<file path="config.mk">
export PLATFORM = sky130hd
export DESIGN_NAME = ssp_top
export DESIGN_NICKNAME = d
export VERILOG_FILES = /design/src/ssp_pkg.sv /design/src/ssp_shift_if.sv /design/src/ssp_top.sv /design/src/ssp_pin_sync.sv /design/src/ssp_shifter.sv
export VERILOG_INCLUDE_DIRS = /design/src
export SDC_FILE = /design/constraint.sdc
export NUM_CORES = 1
export LEC_CHECK = 0
export BUFFER_PORTS_ARGS = -buffer_cell sky130_fd_sc_hd__buf_2
export CAP_MARGIN = 20
export CELL_PAD_IN_SITES_DETAIL_PLACEMENT = 1
export CELL_PAD_IN_SITES_GLOBAL_PLACEMENT = 2
export CORE_UTILIZATION = 29
export DETAILED_ROUTE_END_ITERATION = 8
export GPL_TIMING_DRIVEN = 0
export PLACE_DENSITY_LB_ADDON = 0.08
export SLEW_MARGIN = 20
export SYNTH_ARGS = -nofsm -noshare
export SYNTH_HDL_FRONTEND = slang
export SYNTH_SLANG_ARGS = --single-unit
</file>
<file path="constraint.sdc">
create_clock -name pclk -period 2.3 [get_ports pclk]
set_clock_uncertainty 0.1 [all_clocks]
set_input_delay 0.115 -clock pclk [delete_from_list [all_inputs] [get_ports pclk]]
set_output_delay 0.115 -clock pclk [all_outputs]
set_load 0.02 [all_outputs]
</file>
<file path="src/ssp_map.svh">
`ifndef SSP_MAP_SVH
`define SSP_MAP_SVH

// ****************************************************************
// Register indices; the byte address is four times the index.
// ****************************************************************
`define SSP_IDX_IRQ_DISABLE 10'h0DC
`define SSP_IDX_SHIFT_DATA  10'h0DD
`define SSP_IDX_IRQ_STATUS  10'h0E0
`define SSP_IDX_IRQ_MASK    10'h0E1
`define SSP_IDX_CONTROL     10'h0E2
`define SSP_IDX_STATE       10'h0E3

// ****************************************************************
// Field positions and reset values.
// ****************************************************************
`define SSP_IRQ_BYTE_DONE_BIT 0
`define SSP_CTRL_OD_SEL_BIT   0
`define SSP_STATE_DONE_BIT    4
`define SSP_STATE_ARMED_BIT   5
`define SSP_SHIFT_RESET       8'h00
`define SSP_MASK_RESET        1'b0
`define SSP_CTRL_RESET        8'h00

// ****************************************************************
// Counts.
// ****************************************************************
`define SSP_BITS_PER_BYTE 4'h8
`define SSP_LAST_BIT      4'h7

`endif

</file>
<file path="src/ssp_pkg.sv">
package ssp_pkg;

  typedef logic [7:0] ssp_byte_t;
  typedef logic [3:0] ssp_count_t;

  // One-hot register select decoded from the APB address.
  typedef enum logic [6:0] {
    SSP_SEL_NONE    = 7'h01,
    SSP_SEL_DISABLE = 7'h02,
    SSP_SEL_DATA    = 7'h04,
    SSP_SEL_STATUS  = 7'h08,
    SSP_SEL_MASK    = 7'h10,
    SSP_SEL_CONTROL = 7'h20,
    SSP_SEL_STATE   = 7'h40
  } ssp_sel_t;

endpackage : ssp_pkg

</file>
<file path="src/ssp_shift_if.sv">
`timescale 1ns/1ps

interface ssp_shift_if;
  logic                load;              // One-cycle processor write to the shift register.
  ssp_pkg::ssp_byte_t  load_data;         // Value written with load.
  logic                fall;              // One-cycle falling edge of the serial clock.
  logic                sin_bit;           // Synchronised serial input.
  ssp_pkg::ssp_byte_t  shift_data;        // Shift register contents.
  ssp_pkg::ssp_count_t bit_count;         // Edges applied since the last load or reset.
  logic                count_done_output; // High while clocking is enabled.
  logic                byte_event;        // One-cycle pulse on the eighth edge.

  modport ctrl (output load, load_data, fall, sin_bit,
                input  shift_data, bit_count, count_done_output, byte_event);
  modport core (input  load, load_data, fall, sin_bit,
                output shift_data, bit_count, count_done_output, byte_event);
endinterface : ssp_shift_if

</file>
<file path="src/ssp_top.sv">
// Our own choice: the APB slave port.
`timescale 1ns/1ps


`include "ssp_map.svh"

module ssp_top (
  input  wire logic        pclk,       // System clock, 20 MHz.
  input  wire logic        presetn,    // Asynchronous reset, active low.
  input  wire logic [11:0] paddr,      // APB byte address.
  input  wire logic        psel,       // APB select.
  input  wire logic        penable,    // APB enable.
  input  wire logic        pwrite,     // APB direction, high for write.
  input  wire logic [31:0] pwdata,     // APB write data.
  output logic      [31:0] prdata,     // APB read data.
  output logic             pready,     // APB ready.
  output logic             pslverr,    // APB error for unmapped address.
  input  wire logic        scl_in,     // Serial clock pin.
  input  wire logic        sin_in,     // Serial data input pin.
  output logic             sout_out,   // Serial data output pin value.
  output logic             sout_oe_n,  // Serial data output enable, active low.
  output logic             irq,        // Level interrupt, high while unmasked status set.
  output logic             xfer_irq_n  // Core interrupt request, falls on byte end.
);
  import ssp_pkg::*;

  // ****************************************************************
  // Address decode.
  // ****************************************************************
  function automatic ssp_sel_t decode_sel(input logic [11:0] addr);
    ssp_sel_t sel;
    sel = SSP_SEL_NONE;
    if (addr[1:0] == 2'h0) begin
      unique case (addr[11:2])
        `SSP_IDX_IRQ_DISABLE: sel = SSP_SEL_DISABLE;
        `SSP_IDX_SHIFT_DATA:  sel = SSP_SEL_DATA;
        `SSP_IDX_IRQ_STATUS:  sel = SSP_SEL_STATUS;
        `SSP_IDX_IRQ_MASK:    sel = SSP_SEL_MASK;
        `SSP_IDX_CONTROL:     sel = SSP_SEL_CONTROL;
        `SSP_IDX_STATE:       sel = SSP_SEL_STATE;
        default:              sel = SSP_SEL_NONE;
      endcase
    end
    return sel;
  endfunction : decode_sel

  ssp_sel_t  sel;
  logic      setup_phase;
  logic      wr_access;
  logic      wr_data;
  logic      wr_disable;
  logic      wr_status;
  logic      wr_mask;
  logic      wr_control;

  assign sel         = decode_sel(paddr);
  assign setup_phase = psel & ~penable;
  assign wr_access   = psel & penable & pwrite;
  assign wr_data     = wr_access & (sel == SSP_SEL_DATA);
  assign wr_disable  = wr_access & (sel == SSP_SEL_DISABLE);
  assign wr_status   = wr_access & (sel == SSP_SEL_STATUS);
  assign wr_mask     = wr_access & (sel == SSP_SEL_MASK);
  assign wr_control  = wr_access & (sel == SSP_SEL_CONTROL);

  // Read data is captured in the setup cycle, so every access completes
  // with no wait state while prdata still comes from a flip-flop.
  assign pready = 1'b1;

  // ****************************************************************
  // Serial pins and shifter.
  // ****************************************************************
  ssp_shift_if sif ();

  logic scl_fall;
  logic sin_sync;

  ssp_pin_sync u_sync (
    .pclk     (pclk),
    .presetn  (presetn),
    .scl_in   (scl_in),
    .sin_in   (sin_in),
    .scl_fall (scl_fall),
    .sin_sync (sin_sync)
  );

  assign sif.fall      = scl_fall;
  assign sif.sin_bit   = sin_sync;
  assign sif.load      = wr_data;
  assign sif.load_data = pwdata[7:0];

  ssp_shifter u_shifter (
    .pclk    (pclk),
    .presetn (presetn),
    .sif     (sif)
  );

  // ****************************************************************
  // Interrupt arming.
  // ****************************************************************
  logic armed_reg;
  logic byte_done;

  always_ff @(posedge pclk or negedge presetn) begin
    if (!presetn) begin
      armed_reg <= 1'b0;
    end else if (wr_data) begin
      armed_reg <= 1'b1;
    end else if (wr_disable) begin
      armed_reg <= 1'b0;
    end
  end

  // The same event serves both directions: a byte has been shifted in
  // and, at the same moment, the previous byte has been shifted out.
  assign byte_done = sif.byte_event & armed_reg;

  // Request line idles high and falls on byte end; it rises again when
  // software re-arms or disarms, which gives a fresh edge every byte.
  always_ff @(posedge pclk or negedge presetn) begin
    if (!presetn) begin
      xfer_irq_n <= 1'b1;
    end else if (byte_done) begin
      xfer_irq_n <= 1'b0;
    end else if (wr_data || wr_disable) begin
      xfer_irq_n <= 1'b1;
    end
  end

  // ****************************************************************
  // Status, mask and control registers.
  // ****************************************************************
  logic       status_reg;
  logic       mask_reg;
  ssp_byte_t  control_reg;
  logic       od_sel;

  // A new byte end outranks a clear in the same cycle.
  always_ff @(posedge pclk or negedge presetn) begin
    if (!presetn) begin
      status_reg <= 1'b0;
    end else begin
      status_reg <= (status_reg & ~(wr_status & pwdata[`SSP_IRQ_BYTE_DONE_BIT]))
                    | byte_done;
    end
  end

  always_ff @(posedge pclk or negedge presetn) begin
    if (!presetn) begin
      mask_reg <= `SSP_MASK_RESET;
    end else if (wr_mask) begin
      mask_reg <= pwdata[`SSP_IRQ_BYTE_DONE_BIT];
    end
  end

  always_ff @(posedge pclk or negedge presetn) begin
    if (!presetn) begin
      control_reg <= `SSP_CTRL_RESET;
    end else if (wr_control) begin
      control_reg <= pwdata[7:0];
    end
  end

  assign od_sel = control_reg[`SSP_CTRL_OD_SEL_BIT];
  assign irq    = status_reg & mask_reg;

  // ****************************************************************
  // Serial output pin.
  // ****************************************************************
  // Open drain: the pin is only ever pulled low, when bit 7 is zero.
  // Once selected the pin is owned by the shifter and cannot serve as a
  // plain open-drain port line.
  assign sout_out = 1'b0;

  always_ff @(posedge pclk or negedge presetn) begin
    if (!presetn) begin
      sout_oe_n <= 1'b1;
    end else begin
      sout_oe_n <= ~(od_sel & ~sif.shift_data[7]);
    end
  end

  // ****************************************************************
  // Read path.
  // ****************************************************************
  function automatic logic [31:0] read_mux(input ssp_sel_t s);
    logic [31:0] v;
    v = 32'h0000_0000;
    unique case (s)
      SSP_SEL_DISABLE: v[0]   = armed_reg;
      SSP_SEL_DATA:    v[7:0] = sif.shift_data;
      SSP_SEL_STATUS:  v[0]   = status_reg;
      SSP_SEL_MASK:    v[0]   = mask_reg;
      SSP_SEL_CONTROL: v[7:0] = control_reg;
      SSP_SEL_STATE: begin
        v[3:0]                   = sif.bit_count;
        v[`SSP_STATE_DONE_BIT]   = ~sif.count_done_output;
        v[`SSP_STATE_ARMED_BIT]  = armed_reg;
      end
      SSP_SEL_NONE:    v = 32'h0000_0000;
    endcase
    return v;
  endfunction : read_mux

  always_ff @(posedge pclk or negedge presetn) begin
    if (!presetn) begin
      prdata <= 32'h0000_0000;
    end else if (setup_phase && !pwrite) begin
      prdata <= read_mux(sel);
    end
  end

  always_ff @(posedge pclk or negedge presetn) begin
    if (!presetn) begin
      pslverr <= 1'b0;
    end else if (setup_phase) begin
      pslverr <= (sel == SSP_SEL_NONE);
    end
  end

  // ****************************************************************
  // Checks.
  // ****************************************************************
  AST_ARM_ON_WRITE: assert property (@(posedge pclk) disable iff (!presetn)
    wr_data |=> armed_reg)
    else $error("Data write did not arm the interrupt.");

  AST_DISARM_ANY_VALUE: assert property (@(posedge pclk) disable iff (!presetn)
    (wr_disable && !wr_data) |=> !armed_reg && (xfer_irq_n || $past(byte_done)))
    else $error("Disable write did not disarm regardless of value.");

  AST_EIGHTH_EDGE_IRQ: assert property (@(posedge pclk) disable iff (!presetn)
    (armed_reg && scl_fall && sif.bit_count == 4'h7 && !wr_data && !wr_disable)
    |=> !xfer_irq_n && status_reg)
    else $error("Eighth edge did not raise the interrupt.");

  AST_IRQ_FALLS_ONLY_ON_BYTE: assert property (@(posedge pclk) disable iff (!presetn)
    $fell(xfer_irq_n) |-> $past(byte_done))
    else $error("Request line fell without a byte end.");

  AST_NO_IRQ_WHEN_DISARMED: assert property (@(posedge pclk) disable iff (!presetn)
    !armed_reg |=> !$fell(xfer_irq_n))
    else $error("Interrupt raised while disarmed.");

  AST_DONE_AFTER_EIGHT: assert property (@(posedge pclk) disable iff (!presetn)
    sif.count_done_output == (sif.bit_count < `SSP_BITS_PER_BYTE))
    else $error("Done output disagrees with the edge count.");

  AST_WRITE_REENABLES: assert property (@(posedge pclk) disable iff (!presetn)
    wr_data |=> sif.count_done_output && sif.bit_count == 4'h0)
    else $error("Data write did not re-enable the shift clock.");

  AST_OD_FOLLOWS_MSB: assert property (@(posedge pclk) disable iff (!presetn)
    od_sel |=> sout_oe_n == $past(sif.shift_data[7]))
    else $error("Open-drain pin does not follow bit 7.");

  AST_LEVEL_IRQ: assert property (@(posedge pclk) disable iff (!presetn)
    byte_done && mask_reg && !wr_mask |=> irq)
    else $error("Masked-in byte end did not raise the level interrupt.");

  // The checks below cover flag and pin behaviour that the bench
  // reaches at only a few points of its run.
  AST_STATUS_STICKY: assert property (@(posedge pclk) disable iff (!presetn)
    (status_reg && !(wr_status && pwdata[`SSP_IRQ_BYTE_DONE_BIT])) |=> status_reg)
    else $error("Byte-end status cleared without a write of one.");

  AST_STATUS_CLEAR: assert property (@(posedge pclk) disable iff (!presetn)
    (wr_status && pwdata[`SSP_IRQ_BYTE_DONE_BIT] && !byte_done) |=> !status_reg)
    else $error("Writing one did not clear the byte-end status.");

  AST_REQUEST_RELEASED: assert property (@(posedge pclk) disable iff (!presetn)
    ((wr_data || wr_disable) && !byte_done) |=> xfer_irq_n)
    else $error("Request line stayed low after a data or disable write.");

  AST_PIN_RELEASED: assert property (@(posedge pclk) disable iff (!presetn)
    !od_sel |=> sout_oe_n)
    else $error("Serial output pin driven while open drain is not selected.");

  AST_INPUT_INTO_BIT0: assert property (@(posedge pclk) disable iff (!presetn)
    (scl_fall && sif.count_done_output && !wr_data) |=> sif.shift_data[0] == $past(sin_sync))
    else $error("Serial input did not enter bit 0.");

endmodule : ssp_top

</file>
<file path="src/ssp_pin_sync.sv">
`timescale 1ns/1ps

module ssp_pin_sync (
  input  wire logic pclk,     // System clock.
  input  wire logic presetn,  // Asynchronous reset, active low.
  input  wire logic scl_in,   // Serial clock pin.
  input  wire logic sin_in,   // Serial data input pin.
  output logic      scl_fall, // One-cycle pulse per falling edge.
  output logic      sin_sync  // Synchronised data input.
);
  logic scl_meta_reg;
  logic scl_sync_reg;
  logic scl_prev_reg;
  logic sin_meta_reg;

  // Idle level of both lines is high, so reset to one to avoid a false edge.
  always_ff @(posedge pclk or negedge presetn) begin
    if (!presetn) begin
      scl_meta_reg <= 1'b1;
      scl_sync_reg <= 1'b1;
      scl_prev_reg <= 1'b1;
    end else begin
      scl_meta_reg <= scl_in;
      scl_sync_reg <= scl_meta_reg;
      scl_prev_reg <= scl_sync_reg;
    end
  end

  always_ff @(posedge pclk or negedge presetn) begin
    if (!presetn) begin
      sin_meta_reg <= 1'b1;
      sin_sync     <= 1'b1;
    end else begin
      sin_meta_reg <= sin_in;
      sin_sync     <= sin_meta_reg;
    end
  end

  assign scl_fall = scl_prev_reg & ~scl_sync_reg;

endmodule : ssp_pin_sync

</file>
<file path="src/ssp_shifter.sv">
`timescale 1ns/1ps

`include "ssp_map.svh"

module ssp_shifter (
  input wire logic pclk,    // System clock.
  input wire logic presetn, // Asynchronous reset, active low.
  ssp_shift_if.core sif     // Link to the register side.
);
  import ssp_pkg::*;

  ssp_byte_t  shift_reg;
  ssp_count_t count_reg;
  logic       clk_gate;

  // Clocking stops once bit 3 of the counter rises, i.e. after eight edges.
  assign clk_gate               = ~count_reg[3];
  assign sif.count_done_output  = clk_gate;
  assign sif.shift_data         = shift_reg;
  assign sif.bit_count          = count_reg;

  // ****************************************************************
  // Shift register.
  // ****************************************************************
  always_ff @(posedge pclk or negedge presetn) begin
    if (!presetn) begin
      shift_reg <= `SSP_SHIFT_RESET;
    end else if (sif.load) begin
      shift_reg <= sif.load_data;
    end else if (sif.fall && clk_gate) begin
      shift_reg <= {shift_reg[6:0], sif.sin_bit};
    end
  end

  // ****************************************************************
  // Bit counter.
  // ****************************************************************
  always_ff @(posedge pclk or negedge presetn) begin
    if (!presetn) begin
      count_reg <= 4'h0;
    end else if (sif.load) begin
      count_reg <= 4'h0;
    end else if (sif.fall && clk_gate) begin
      count_reg <= count_reg + 4'h1;
    end
  end

  // A load in the same cycle resets the counter, so it cancels the event.
  assign sif.byte_event = sif.fall & clk_gate & (count_reg == `SSP_LAST_BIT)
                          & ~sif.load;

  AST_SHIFT_MSB_FIRST: assert property (@(posedge pclk) disable iff (!presetn)
    (sif.fall && clk_gate && !sif.load) |=> shift_reg[7:1] == $past(shift_reg[6:0]))
    else $error("Shift register did not move toward the MSB.");

  AST_COUNT_FROZEN: assert property (@(posedge pclk) disable iff (!presetn)
    (count_reg == `SSP_BITS_PER_BYTE && !sif.load) |=> $stable(count_reg) && $stable(shift_reg))
    else $error("Clocking continued after eight edges.");

  AST_LOAD_CLEARS: assert property (@(posedge pclk) disable iff (!presetn)
    sif.load |=> count_reg == 4'h0 && shift_reg == $past(sif.load_data))
    else $error("Write did not reload register and clear counter.");

endmodule : ssp_shifter

</file>
=== After elaboration in Yosys (flattened, before gate mapping) ===
Index checks and enable logic that the tools add are counted.

* Bits of input ports: 51
* Register bits after elaboration: 39
* Output and inout bits: 38
* Word-level logic and storage cells: 76

* Bitwise operators: 25
* Eq/ne operators: 14
* Muxes and demuxes: 13
* Add/sub/neg operators: 1
* Reductions and logical operators: 8

{| class="wikitable"
|+ Operator list
! operator !! count
|-
| equality test 10 x 8 -> 1 bit, second input constant || 6
|-
| case mux 7 bit (6 select lines) || 1
|-
| AND 1 bit || 17
|-
| 2-to-1 mux 8 bit || 2
|-
| case mux 5 bit (3 select lines) || 1
|-
| 2-to-1 mux 4 bit || 2
|-
| equality test 7 x 1 -> 1 bit, second input constant || 1
|-
| equality test 7 x 2 -> 1 bit, second input constant || 1
|-
| equality test 7 x 3 -> 1 bit, second input constant || 1
|-
| equality test 7 x 4 -> 1 bit, second input constant || 1
|-
| equality test 7 x 5 -> 1 bit, second input constant || 1
|-
| equality test 7 x 6 -> 1 bit, second input constant || 1
|-
| equality test 7 bit, second input constant || 1
|-
| 2-to-1 mux 7 bit || 1
|-
| NOT 1 bit || 7
|-
| case mux 1 bit (7 select lines) || 1
|-
| nonzero test 2 bit || 3
|-
| adder 4 x 1 -> 4 bit, second input constant || 1
|-
| equality test 4 x 3 -> 1 bit, second input constant || 1
|-
| 2-to-1 mux 1 bit || 4
|-
| case mux 2 bit (2 select lines) || 1
|-
| logical AND 1 bit || 2
|-
| zero test 2 bit || 1
|-
| zero test 1 bit || 1
|-
| other kinds (2) || 2
|}

=== Logic depth before layout (Yosys ltp) ===
Gate-level depths: netlist (run 1).

* Word-level depth: 9
* Gate-level depth with buffers: 6

=== Modules after synthesis ===
A second synthesis (run 1) with hierarchy kept.

* Cells, all modules: 191
* Area, all modules: 2099.5 sq um

{| class="wikitable"
|+ By module, submodules not included
! module !! instances !! area an instance (sq um) !! cells an instance !! seq. area each (sq um)
|-
| ssp_top || 1 || 1381.3 || 133 || 553.0
|-
| ssp_shifter || 1 || 573.0 || 52 || 300.3
|-
| ssp_pin_sync || 1 || 145.1 || 6 || 131.4
|}

=== Worst setup path after synthesis (run 1) ===
No wires, ideal clock.

* Kind: flip-flop to flip-flop
* From: reg u_sync.scl_prev_reg
* To: reg u_shifter.shift_reg[1] (netlist: u_shifter.sif.shift_data[1])
* Buffers on the path: 1
* Cell stages (with the launch flop): 5
* Library setup time: 0.125 ns
* Data required time: 2.075 ns
* Arrival: 1.660 ns
* Slack: 0.415 ns
* Period minus slack after synthesis: 1.885 ns
* Cell sequence: dfstp_2 -> nor3b_1 -> buf_2 -> mux2_2 -> mux2_2

* Cells in the longest elaborated chain, start to end: 3

{| class="wikitable"
|+ Ends and longest elaborated chain
! item !! RTL line !! text
|-
| start: declaration || ssp_pin_sync.sv:13 || <nowiki>logic scl_prev_reg;</nowiki>
|-
| start signal: assignment || ssp_pin_sync.sv:25 || <nowiki>scl_prev_reg <= scl_sync_reg;</nowiki>
|-
| AND 1 bit || ssp_pin_sync.sv:39 || <nowiki>assign scl_fall = scl_prev_reg & ~scl_sync_reg;</nowiki>
|-
| logical AND 1 bit || ssp_shifter.sv:30 || <nowiki>end else if (sif.fall && clk_gate) begin</nowiki>
|-
| nonzero test 2 bit (no line) || n/a ||
|-
| end signal: assignment || ssp_shifter.sv:27 || <nowiki>shift_reg <= `SSP_SHIFT_RESET;</nowiki>
|-
| end signal: assignment || ssp_shifter.sv:29 || <nowiki>shift_reg <= sif.load_data;</nowiki>
|-
| end signal: assignment || ssp_shifter.sv:31 || <nowiki>shift_reg <= {shift_reg[6:0], sif.sin_bit};</nowiki>
|-
| end: declaration || ssp_shifter.sv:12 || <nowiki>ssp_byte_t shift_reg;</nowiki>
|}

No other way between the ends.
A chain may end at the register's enable or synchronous reset.

=== Final worst setup path (run 1) ===
* From: reg u_sync.scl_prev_reg
* To: reg u_shifter.shift_reg[2] (netlist: u_shifter.sif.shift_data[2])

Same word-level chain as after synthesis.

==> results of run 1 <==
==> repair_timing <==
action / in CTS / in global routing
endpoints found under the hold margin: 47 / 0
setup endpoints to repair: 0 / 2
gates resized for setup: 0 / 1
hold buffers: 10 / 0
==> synthesized netlist by cell type, drive strengths merged (2+ instances only) <==
cell type,n,area share (%)
nor2,10,1.8
a22o,5,2.1
and3,2,0.65
a32o,2,0.95
nand4,2,0.59
conb,2,0.36
nand2,4,0.83
o2bb2ai,5,2.1
buf,30,11
nor4b,3,2.3
a31o,2,0.83
mux2i,9,4.3
dfrtp,32,38
o21ai,3,0.71
and2,2,0.59
nand2b,2,0.59
nand3,2,0.48
and4b,2,0.95
nor3,3,1.2
a21oi,4,0.95
dfstp,7,8.7
mux2,23,12
==> per-layer routing <==
metal | up-vias | track usage, % | wire length, um
met5 | - | 0 | 0
met4 | 0 | 4.02 | 68
met3 | 6 | 2.94 | 248
met2 | 53 | 23.0 | 2200
met1 | 754 | 18.7 | 2310
li1 | 742 | - | -
==> placed cells by master (no fill, tap or decap), drive strengths merged, types with 2 or more instances in the layout <==
master	instances
buf	67
dfrtp	32
conb	26
mux2	23
nor2	10
dlygate4sd3	10
mux2i	9
clkbuf	9
dfstp	7
o2bb2ai	5
a22o	5
a21oi	4
nand2	4
o21ai	3
nor3	3
nor4b	3
nand4	2
and4b	2
nand3	2
nand2b	2
and2	2
a32o	2
a31o	2
and3	2
==> power groups by stage <==
| stage | clock, mW | combinational [mW] | sequential [mW] |
|---|---|---|---|
| after global placement | 0 | 0.154 | 0.712 |
| after CTS | 0.463 | 0.168 | 0.699 |
| after global routing | 0.479 | 0.185 | 0.700 |
| final | 0.435 | 0.168 | 0.699 |
| after floorplan | 0 | 0.101 | 0.713 |
| after detailed placement | 0 | 0.155 | 0.712 |
==> worst max-delay path by stage <==
stage / startpoint / endpoint / cells after the start
2_1_floorplan: u_sync.scl_prev_reg / u_shifter.sif.shift_data[1] / 4
3_3_place_gp: u_sync.scl_prev_reg / u_shifter.sif.shift_data[1] / 4
3_5_place_dp: u_sync.scl_prev_reg / u_shifter.sif.shift_data[6] / 4
4_1_cts: u_sync.scl_prev_reg / u_shifter.sif.shift_data[6] / 4
5_1_grt: u_sync.scl_prev_reg / u_shifter.sif.shift_data[6] / 4
6_report: u_sync.scl_prev_reg / u_shifter.sif.shift_data[2] / 4
==> kinds of logic after synthesis <==
logic type      count (synthesis)  share of synthesized area, %
other cells                     2                         0.357
buf+inv                        31                          10.7
simple gates                   42                          14.0
mux                            32                          16.6
xor+xnor                        2                         0.833
fa+ha+maj                       1                         0.595
flops                          39                          46.8
compound gates                 26                          10.1
==> worst register-to-register path: stages, from the launching register on <==
cell and delay (ns):
dfstp_2 0.52, nor3b_2 0.26, buf_2 0.33, mux2_2 0.36, mux2_2 0.26
==> layout make-up <==
| class | instances | share of cell area (%) |
|---|---|---|
| Sequential cell | 39 | 36.7 |
| Tap cell | 96 | 4.48 |
| Buffer | 31 | 8.39 |
| Clock buffer | 8 | 2.98 |
| Timing Repair Buffer | 47 | 10.6 |
| Multi-Input combinational cell | 129 | 36.8 |
==> through the flow <==
stage	cells	cell area (um^2)
after CTS	350	2680
final	350	2680
after detailed placement	332	2500
after global placement	332	2500
after global routing	350	2680
after floorplan	199	2190
==> impl_metrics.json, run 1 <==
{
  "outcome": "finished, final reports clean",
  "setup_viol": 0,
  "place.gp.congestion": 0.656,
  "period_needed_ns": 1.95,
  "critPathCaptureType": "flip-flop",
  "whs_ns": 0.0279,
  "clkPwrFrac_pct": 33.4,
  "vdd_drop_max_uv": 249,
  "numCtsBuffers": 5,
  "hpwlAfterDp_um": 3610,
  "syn_inst": 175,
  "drt_iter0_markers": 38,
  "cp.arrival_ns": 2.01,
  "finalCritPeriodShare_pct": 84.7,
  "cts_sinks": 39,
  "cts_tree": "built",
  "power_switching_share_pct": 24.4,
  "drt-vias-per-instance": 4.44,
  "syn_area_um2": 2100,
  "path_clk_slew_ns": 0.08,
  "fp-row-count": 30,
  "slowest_stage": "dfstp_2",
  "hold_class": "input port to flip-flop",
  "grt_setup_unrepaired": "no",
  "io_pins": 89,
  "worstMarginPinSlew_ns": 0.907,
  "whs_endpoint": "control_reg[0]",
  "synth_edf_count": 0,
  "fillers": 806,
  "p_leak_nw": 1.31,
  "die_area_um2": 7600,
  "required_ns": 2.37,
  "synth-main-ff-cell": "dfrtp_1",
  "cts_root_buffer": "clkbuf_8",
  "drc": 0,
  "yosysWarnings": 0,
  "start_util_pct": 30.5,
  "power_density_nw_per_um2": 485,
  "path_max_fanout": 10,
  "r2r-end": "u_shifter.sif.shift_data[2]",
  "fp.dieW_um": 87.2,
  "ys_types": 49,
  "port_buffers": 37,
  "drt-total-wl_um": 4820,
  "cap_violations": 0,
  "cpMostUsedCell": "mux2_2",
  "hold_violations": 0,
  "hold_path_depth": 2,
  "rr_worst_depth": 4,
  "p_total_mw": 1.30,
  "worstPathCellList": "nor3b_2, buf_2, mux2_2, mux2_2",
  "p_switching_uw": 318,
  "cp_slowest_stage_delay_ns": 0.52,
  "final_util_pct": 38.9,
  "critical_path_class": "flip-flop to flip-flop",
  "multi_input_area_um2": 988,
  "regToRegSetupSlack_ns": 0.35,
  "cpLargestDelayFamily": "multiplexers",
  "clk_path_buf_depth": 2,
  "antenna_found_initial": 0,
  "regToRegStartpoint": "u_sync.scl_prev_reg",
  "dr.pass1.iters": 4,
  "pre_cts_slack_ns": 0.135,
  "seqPwrFrac_pct": 53.7,
  "antenna_cells": 0,
  "hold_start": "pwdata[0]",
  "drv_slew": 0,
  "start_kind": "flip-flop",
  "post_cts_buffers": 0,
  "path_buf_inv": 1,
  "post_drt_wl_per_cell_um": 13.8,
  "layout.nets": 305,
  "yosysSeqAreaShare_pct": 46.8,
  "syn2layout_area_growth_pct": 27.6,
  "grt_usage_pct": 14.0,
  "core_um2": 6910,
  "slew_headroom_pct": 39.6,
  "clk_latency_ns": 0.29,
  "synth_area_per_cell_um2": 12.0,
  "synth-seq-cells": 39,
  "die_h_um": 87.2,
  "layout-drive-gt1-share_pct": 42.9,
  "grt_start_max_net_pins": 40,
  "internal_power_uw": 985,
  "grt_pass1_vias": 1574,
  "power_frac_comb_pct": 12.9,
  "grt_pass1_wl_um": 8070,
  "final.setup.tns_ns": 0,
  "drt.antenna.violating_nets": 0,
  "grt-ovfl-total": 0,
  "finalWorstSetupSlack_ns": 0.353,
  "route.vias.total": 1555,
  "fmax_mhz": 514,
  "async_flop_share_pct": 100,
  "ff_latch_area_um2": 985,
  "cts-htree-levels": 2
}
Power figures use the tool's default switching activity.
==> run 2: changes to the inputs <==
clock period = 1.9 ns   (was 2.3 ns; I/O delays follow)
==> run 2 against run 1 <==
Non-clock buffer count rose by 1. Via count rose by 1.0%. Die area did not move. Critical endpoint unchanged. Routed wire length rose by 0.52%. Register-to-register slack got worse by 0.26 ns. Worst hold slack improved by 0.059 ns. Final cell count rose by 0.29%. Count of clock-buffer cells in the layout did not move. Total power rose by 21%. Critical path depth did not move. Sequential share of layout area fell by 0.31 points. Flip-flop and latch count did not move. Highest routed layer unchanged.
==> impl_metrics.json, run 2 (synthesis results as in run 1) <==
{
  "finalWorstSetupSlack_ns": 0.0966,
  "worstMarginPinSlew_ns": 0.902,
  "drt.antenna.violating_nets": 0,
  "regToRegStartpoint": "u_sync.scl_prev_reg",
  "hold_violations": 0,
  "start_util_pct": 30.5,
  "port_buffers": 37,
  "drt-total-wl_um": 4850,
  "path_max_fanout": 10,
  "drc": 0,
  "slowest_stage": "dfstp_2",
  "ff_latch_area_um2": 985,
  "power_density_nw_per_um2": 584,
  "dr.pass1.iters": 4,
  "r2r-end": "u_shifter.sif.shift_data[2]",
  "setup_viol": 0,
  "fillers": 803,
  "cap_violations": 0,
  "drt-vias-per-instance": 4.48,
  "rr_worst_depth": 4,
  "die_area_um2": 7600,
  "layout.nets": 306,
  "start_kind": "flip-flop",
  "cts-htree-levels": 2,
  "io_pins": 89,
  "clk_latency_ns": 0.29,
  "cts_sinks": 39,
  "finalCritPeriodShare_pct": 94.9,
  "cp.arrival_ns": 1.87,
  "fmax_mhz": 554,
  "grt-ovfl-total": 0,
  "required_ns": 1.97,
  "layout-drive-gt1-share_pct": 42.7,
  "worstPathCellList": "nor3b_4, buf_6, mux2_2, mux2_2",
  "final_util_pct": 39.2,
  "fp.dieW_um": 87.2,
  "grt_usage_pct": 14.1,
  "cp_slowest_stage_delay_ns": 0.53,
  "multi_input_area_um2": 995,
  "cts_tree": "built",
  "die_h_um": 87.2,
  "fp-row-count": 30,
  "place.gp.congestion": 0.656,
  "fin_cells": 351,
  "whs_endpoint": "pslverr",
  "core_um2": 6910,
  "dp.cells": 332,
  "grt_pass1_vias": 1583,
  "post_drt_wl_per_cell_um": 13.8,
  "regToRegSetupSlack_ns": 0.1,
  "antenna_cells": 0,
  "route.vias.total": 1571,
  "antenna_found_initial": 0,
  "drt_iter0_markers": 32,
  "hold_path_depth": 3,
  "critPathCaptureType": "flip-flop",
  "period_needed_ns": 1.80,
  "syn2layout_area_growth_pct": 28.7,
  "grt_pass1_wl_um": 8110,
  "cts_root_buffer": "clkbuf_8",
  "slew_headroom_pct": 39.9,
  "pre_cts_slack_ns": -0.265,
  "cpMostUsedCell": "mux2_2",
  "numCtsBuffers": 5,
  "grt_start_max_net_pins": 40,
  "critical_path_class": "flip-flop to flip-flop",
  "vdd_drop_max_uv": 303,
  "final_cell_mix": "buf_2 (39), dfrtp_1 (32), buf_4 (26), conb_1 (26), mux2_2 (19)",
  "grt_setup_unrepaired": "no",
  "drv_slew": 0,
  "hold_start": "psel",
  "outcome": "finished, final reports clean",
  "hpwlAfterDp_um": 3610,
  "hold_class": "input port to flip-flop",
  "p_leak_nw": 1.32,
  "path_clk_slew_ns": 0.08,
  "mostFrequentLayoutCell": "buf_2",
  "clk_path_buf_depth": 2
}
-- run 2: final cells by class --
class / instances / share of cell area, %
buffer: 31 / 8.55
timing repair buffer: 48 / 10.9
tap: 96 / 4.44
sequential: 39 / 36.4
multi-input combinational: 129 / 36.8
clock buffer: 8 / 2.96
-- run 2: worst max-delay path, delay by kind of cell (launching register included) --
| kind | cells | cell delay [ns] |
|---|---|---|
| buffers and inverters | 1 | 0.20 |
| and+or+nand+nor | 1 | 0.26 |
| DFF | 1 | 0.53 |
| muxes | 2 | 0.59 |
-- run 2: metrics by stage --
stage                     hold slack (ns)  power, mW  TNS (ns)  area [um^2]
after floorplan                    -0.301      0.985         0         2190
after global placement             0.0996       1.05     -1.99         2500
after detailed placement            0.102       1.05     -2.14         2500
after CTS                          0.0748       1.61         0         2700
after global routing               0.0993       1.65         0         2710
final                              0.0868       1.58         0         2710
-- run 2: metal layers --
layer	track usage, %	share of wire (%)
met5	0	0
met4	4.02	1.3
met3	2.94	5.3
met2	23.1	46
met1	18.8	48
-- run 2: report_power, final --
part           switching (mW)  internal [mW]
logic                   0.115         0.0903
registers             0.00408          0.843
clock network           0.267          0.261
-- run 2: timing repair --
item / CTS / global route
buffers inserted: 0 / 0
hold endpoints to repair: 50 / 0
endpoints found under the setup margin: 5 / 5
hold buffers: 11 / 0
resized for setup: 3 / 1
-- run 2: worst max-delay path by stage --
stage	startpoint	end	slack, ns	cells past startpoint
after floorplan	u_sync.scl_prev_reg	u_shifter.sif.shift_data[1]	0.02	4
after global placement	u_sync.scl_prev_reg	u_shifter.sif.shift_data[1]	-0.24	4
after detailed placement	u_sync.scl_prev_reg	u_shifter.sif.shift_data[6]	-0.27	4
after CTS	u_sync.scl_prev_reg	u_shifter.sif.shift_data[6]	0.04	4
after global routing	u_sync.scl_prev_reg	u_shifter.sif.shift_data[6]	0.01	4
final	u_sync.scl_prev_reg	u_shifter.sif.shift_data[2]	0.1	4
==> run 3: changes to the inputs <==
CORE_UTILIZATION = 28   (was 29)
SETUP_SLACK_MARGIN = 0.05   (was default)
SYNTH_HIERARCHICAL = 1   (was default)
==> run 3 against run 2 <==
Worst hold slack got worse by 0.051 ns. Global-route usage shrank 0.39 points. Routed wire length increased by 1.4%. Critical endpoint is now u_shifter/sif.shift_data[2].
==> impl_metrics.json, run 3 <==
{
  "wl_met3_um": 222,
  "place.gp.congestion": 0.771,
  "final.setup.tns_ns": 0,
  "critical_path_class": "input port to flip-flop",
  "multi_input_area_um2": 966,
  "core_um2": 7250,
  "required_ns": 1.95,
  "outcome": "finished, final reports clean",
  "grt-ovfl-total": 0,
  "antenna_cells": 0,
  "layout-drive-gt1-share_pct": 39.1,
  "ys_types": 43,
  "grt_pass1_wl_um": 7870,
  "drt-total-wl_um": 4920,
  "synth_area_leaders": "dfrtp_1 (38%), buf_4 (9.3%), dfstp_2 (8.8%)",
  "fillers": 855,
  "dr.pass1.iters": 4,
  "drt-vias-per-instance": 4.27,
  "mostFrequentLayoutCell": "buf_2",
  "setup_viol": 0,
  "antenna_found_initial": 0,
  "route.vias.total": 1592,
  "synth.most_common_cell": "dfrtp_1",
  "final_cell_area_um2": 2750,
  "wl_met2_um": 2450,
  "die_area_um2": 7850,
  "grt_usage_pct": 13.7,
  "grt_start_max_net_pins": 40,
  "synth_area_leader_cell": "dfrtp_1",
  "die_h_um": 88.6,
  "fp.dieW_um": 88.6,
  "path_max_fanout": 10,
  "synth_top_cells_by_count": "dfrtp_1 (32), buf_4 (26), nand2_1 (17), mux2_2 (15), mux2i_1 (11)",
  "power_density_nw_per_um2": 649,
  "path_clk_slew_ns": 0.07,
  "syn2layout_area_growth_pct": 31.0,
  "cp_slowest_stage_delay_ns": 0.39,
  "drc": 0,
  "met1_length_um": 2180,
  "cap_violations": 0,
  "critPathCaptureType": "flip-flop",
  "grt_pass1_vias": 1578,
  "port_buffers": 38,
  "final_cell_mix": "buf_2 (39), dfrtp_1 (32), buf_4 (27), conb_1 (26), nand2_1 (17)",
  "vdd_drop_max_uv": 240,
  "hpwlAfterDp_um": 3680,
  "cts-htree-levels": 2,
  "clk_path_buf_depth": 2,
  "worstMarginPinSlew_ns": 0.873,
  "worstPathCellList": "buf_2, nand4b_1, nor4_4, and2_1, clkbuf_1, o21ai_1",
  "fp-row-count": 31,
  "synth-seq-cells": 39,
  "drt_iter0_markers": 46,
  "io_pins": 89,
  "numCtsBuffers": 5,
  "slowest_stage": "clkbuf_1",
  "highest_layer": "met4",
  "cts_sinks": 39,
  "layout.nets": 325,
  "slew_headroom_pct": 41.8,
  "cp.arrival_ns": 1.65,
  "start_util_pct": 28.9,
  "dp.cells": 352,
  "syn_inst": 191,
  "async_flop_share_pct": 100,
  "start_kind": "input port",
  "clk_latency_ns": 0.29,
  "hold_class": "input port to flip-flop",
  "cpLargestDelayFamily": "simple AND/OR/NAND/NOR gates",
  "synth_area_per_cell_um2": 11.0,
  "period_needed_ns": 1.59,
  "finalCritPeriodShare_pct": 83.8,
  "p_total_mw": 1.78,
  "yosysSeqAreaShare_pct": 46.9,
  "post_drt_wl_per_cell_um": 13.2,
  "syn_area_um2": 2100,
  "synth_edf_count": 0,
  "path_buf_inv": 2,
  "drv_slew": 0,
  "p_leak_nw": 1.33,
  "synth.top_cell.area_share_pct": 38.1,
  "cts_root_buffer": "clkbuf_8",
  "grt_setup_unrepaired": "no",
  "cts_tree": "built",
  "yosysWarnings": 6,
  "post_dp_cell_area_um2": 2500,
  "drt.antenna.violating_nets": 0,
  "fin_cells": 373,
  "fmax_mhz": 628,
  "ff_latch_area_um2": 985,
  "hold_violations": 0,
  "synth-main-ff-cell": "dfrtp_1"
}
[run 3: cell count changes in the layout (fill, tap and decap cells not counted), moves of 3 or more]
cell and delta:
nand2_1 +14, o21ai_1 +8, a22o_1 -5, a22oi_1 +5, o2bb2ai_1 -5, mux2_1 -4, mux2_2 -4, o21ai_0 +4
clkbuf_1 -3, inv_1 +3, nand3_1 +3, o22ai_1 +3
[run 3: worst paths after layout]
kind                       depth (start not counted)  slack, ns                 from                          end
max                                                6       0.31             paddr[7]  u_shifter/sif.shift_data[2]
min                                                4       0.04              penable                      pslverr
max reg2reg                                        4       0.33            armed_reg                    prdata[0]
min reg2reg                                        0       0.26  u_sync/scl_meta_reg          u_sync/scl_sync_reg
max in group asynchronous                          2       0.79              presetn   u_shifter/sif.bit_count[2]
min in group asynchronous                          2       0.36              presetn               control_reg[3]
[run 3: layer usage]
metal | global-route usage (%) | vias up
li1 | - | 785
met1 | 17.7 | 757
met2 | 22.9 | 43
met3 | 2.52 | 7
met4 | 4.84 | 0
met5 | 0 | -
[run 3: report_power, final]
| part | switching [mW] | leakage (nW) | internal (mW) |
|---|---|---|---|
| logic | 0.124 | 0.823 | 0.0955 |
| registers | 0.00449 | 0.451 | 0.844 |
| clock network | 0.291 | 0.0612 | 0.425 |
[run 3: final cells by class]
class | instances | share of cell area, %
flip-flops and latches | 39 | 35.8
multi-input cells | 143 | 35.1
repair buffers | 51 | 11.6
plain buffers | 30 | 8.33
well taps | 99 | 4.50
clock buffers | 6 | 3.00
clock inverters | 2 | 1.27
inverters | 3 | 0.409
[run 3: logic make-up (layout without fill, tap and decap cells)]
group / count (synthesis) / count (layout) / share of synthesized area (%)
buf+inv: 33 / 92 / 11.4
compound gates: 30 / 30 / 8.76
mux: 26 / 26 / 13.3
flops: 39 / 39 / 46.9
simple gates: 58 / 58 / 17.9
xor+xnor: 2 / 2 / 0.834
other cells: 2 / 26 / 0.358
fa+ha+maj: 1 / 1 / 0.596
[run 3: worst reg2reg max path: stages, from the launching register on]
cell     delay [ns]
dfrtp_1        0.41
or3b_2         0.45
o41ai_1        0.25
a21oi_1        0.10
o22ai_1        0.18
[run 3: per-stage QoR]
stage	worst slack (ns)	hold WS [ns]	util [%]
after floorplan	0.124	-0.301	-
after global placement	-0.518	0.101	34.5
after detailed placement	-0.527	0.101	34.5
after CTS	0.291	0.0302	37.9
after global routing	0.113	0.0802	37.9
final	0.308	0.0358	37.9
[run 3: repair_timing]
item	in CTS	in global routing
endpoints found under the setup margin	14	0
hold buffers	12	0
hold endpoints to repair	50	0
gates resized for setup	1	0
buffers inserted	1	0
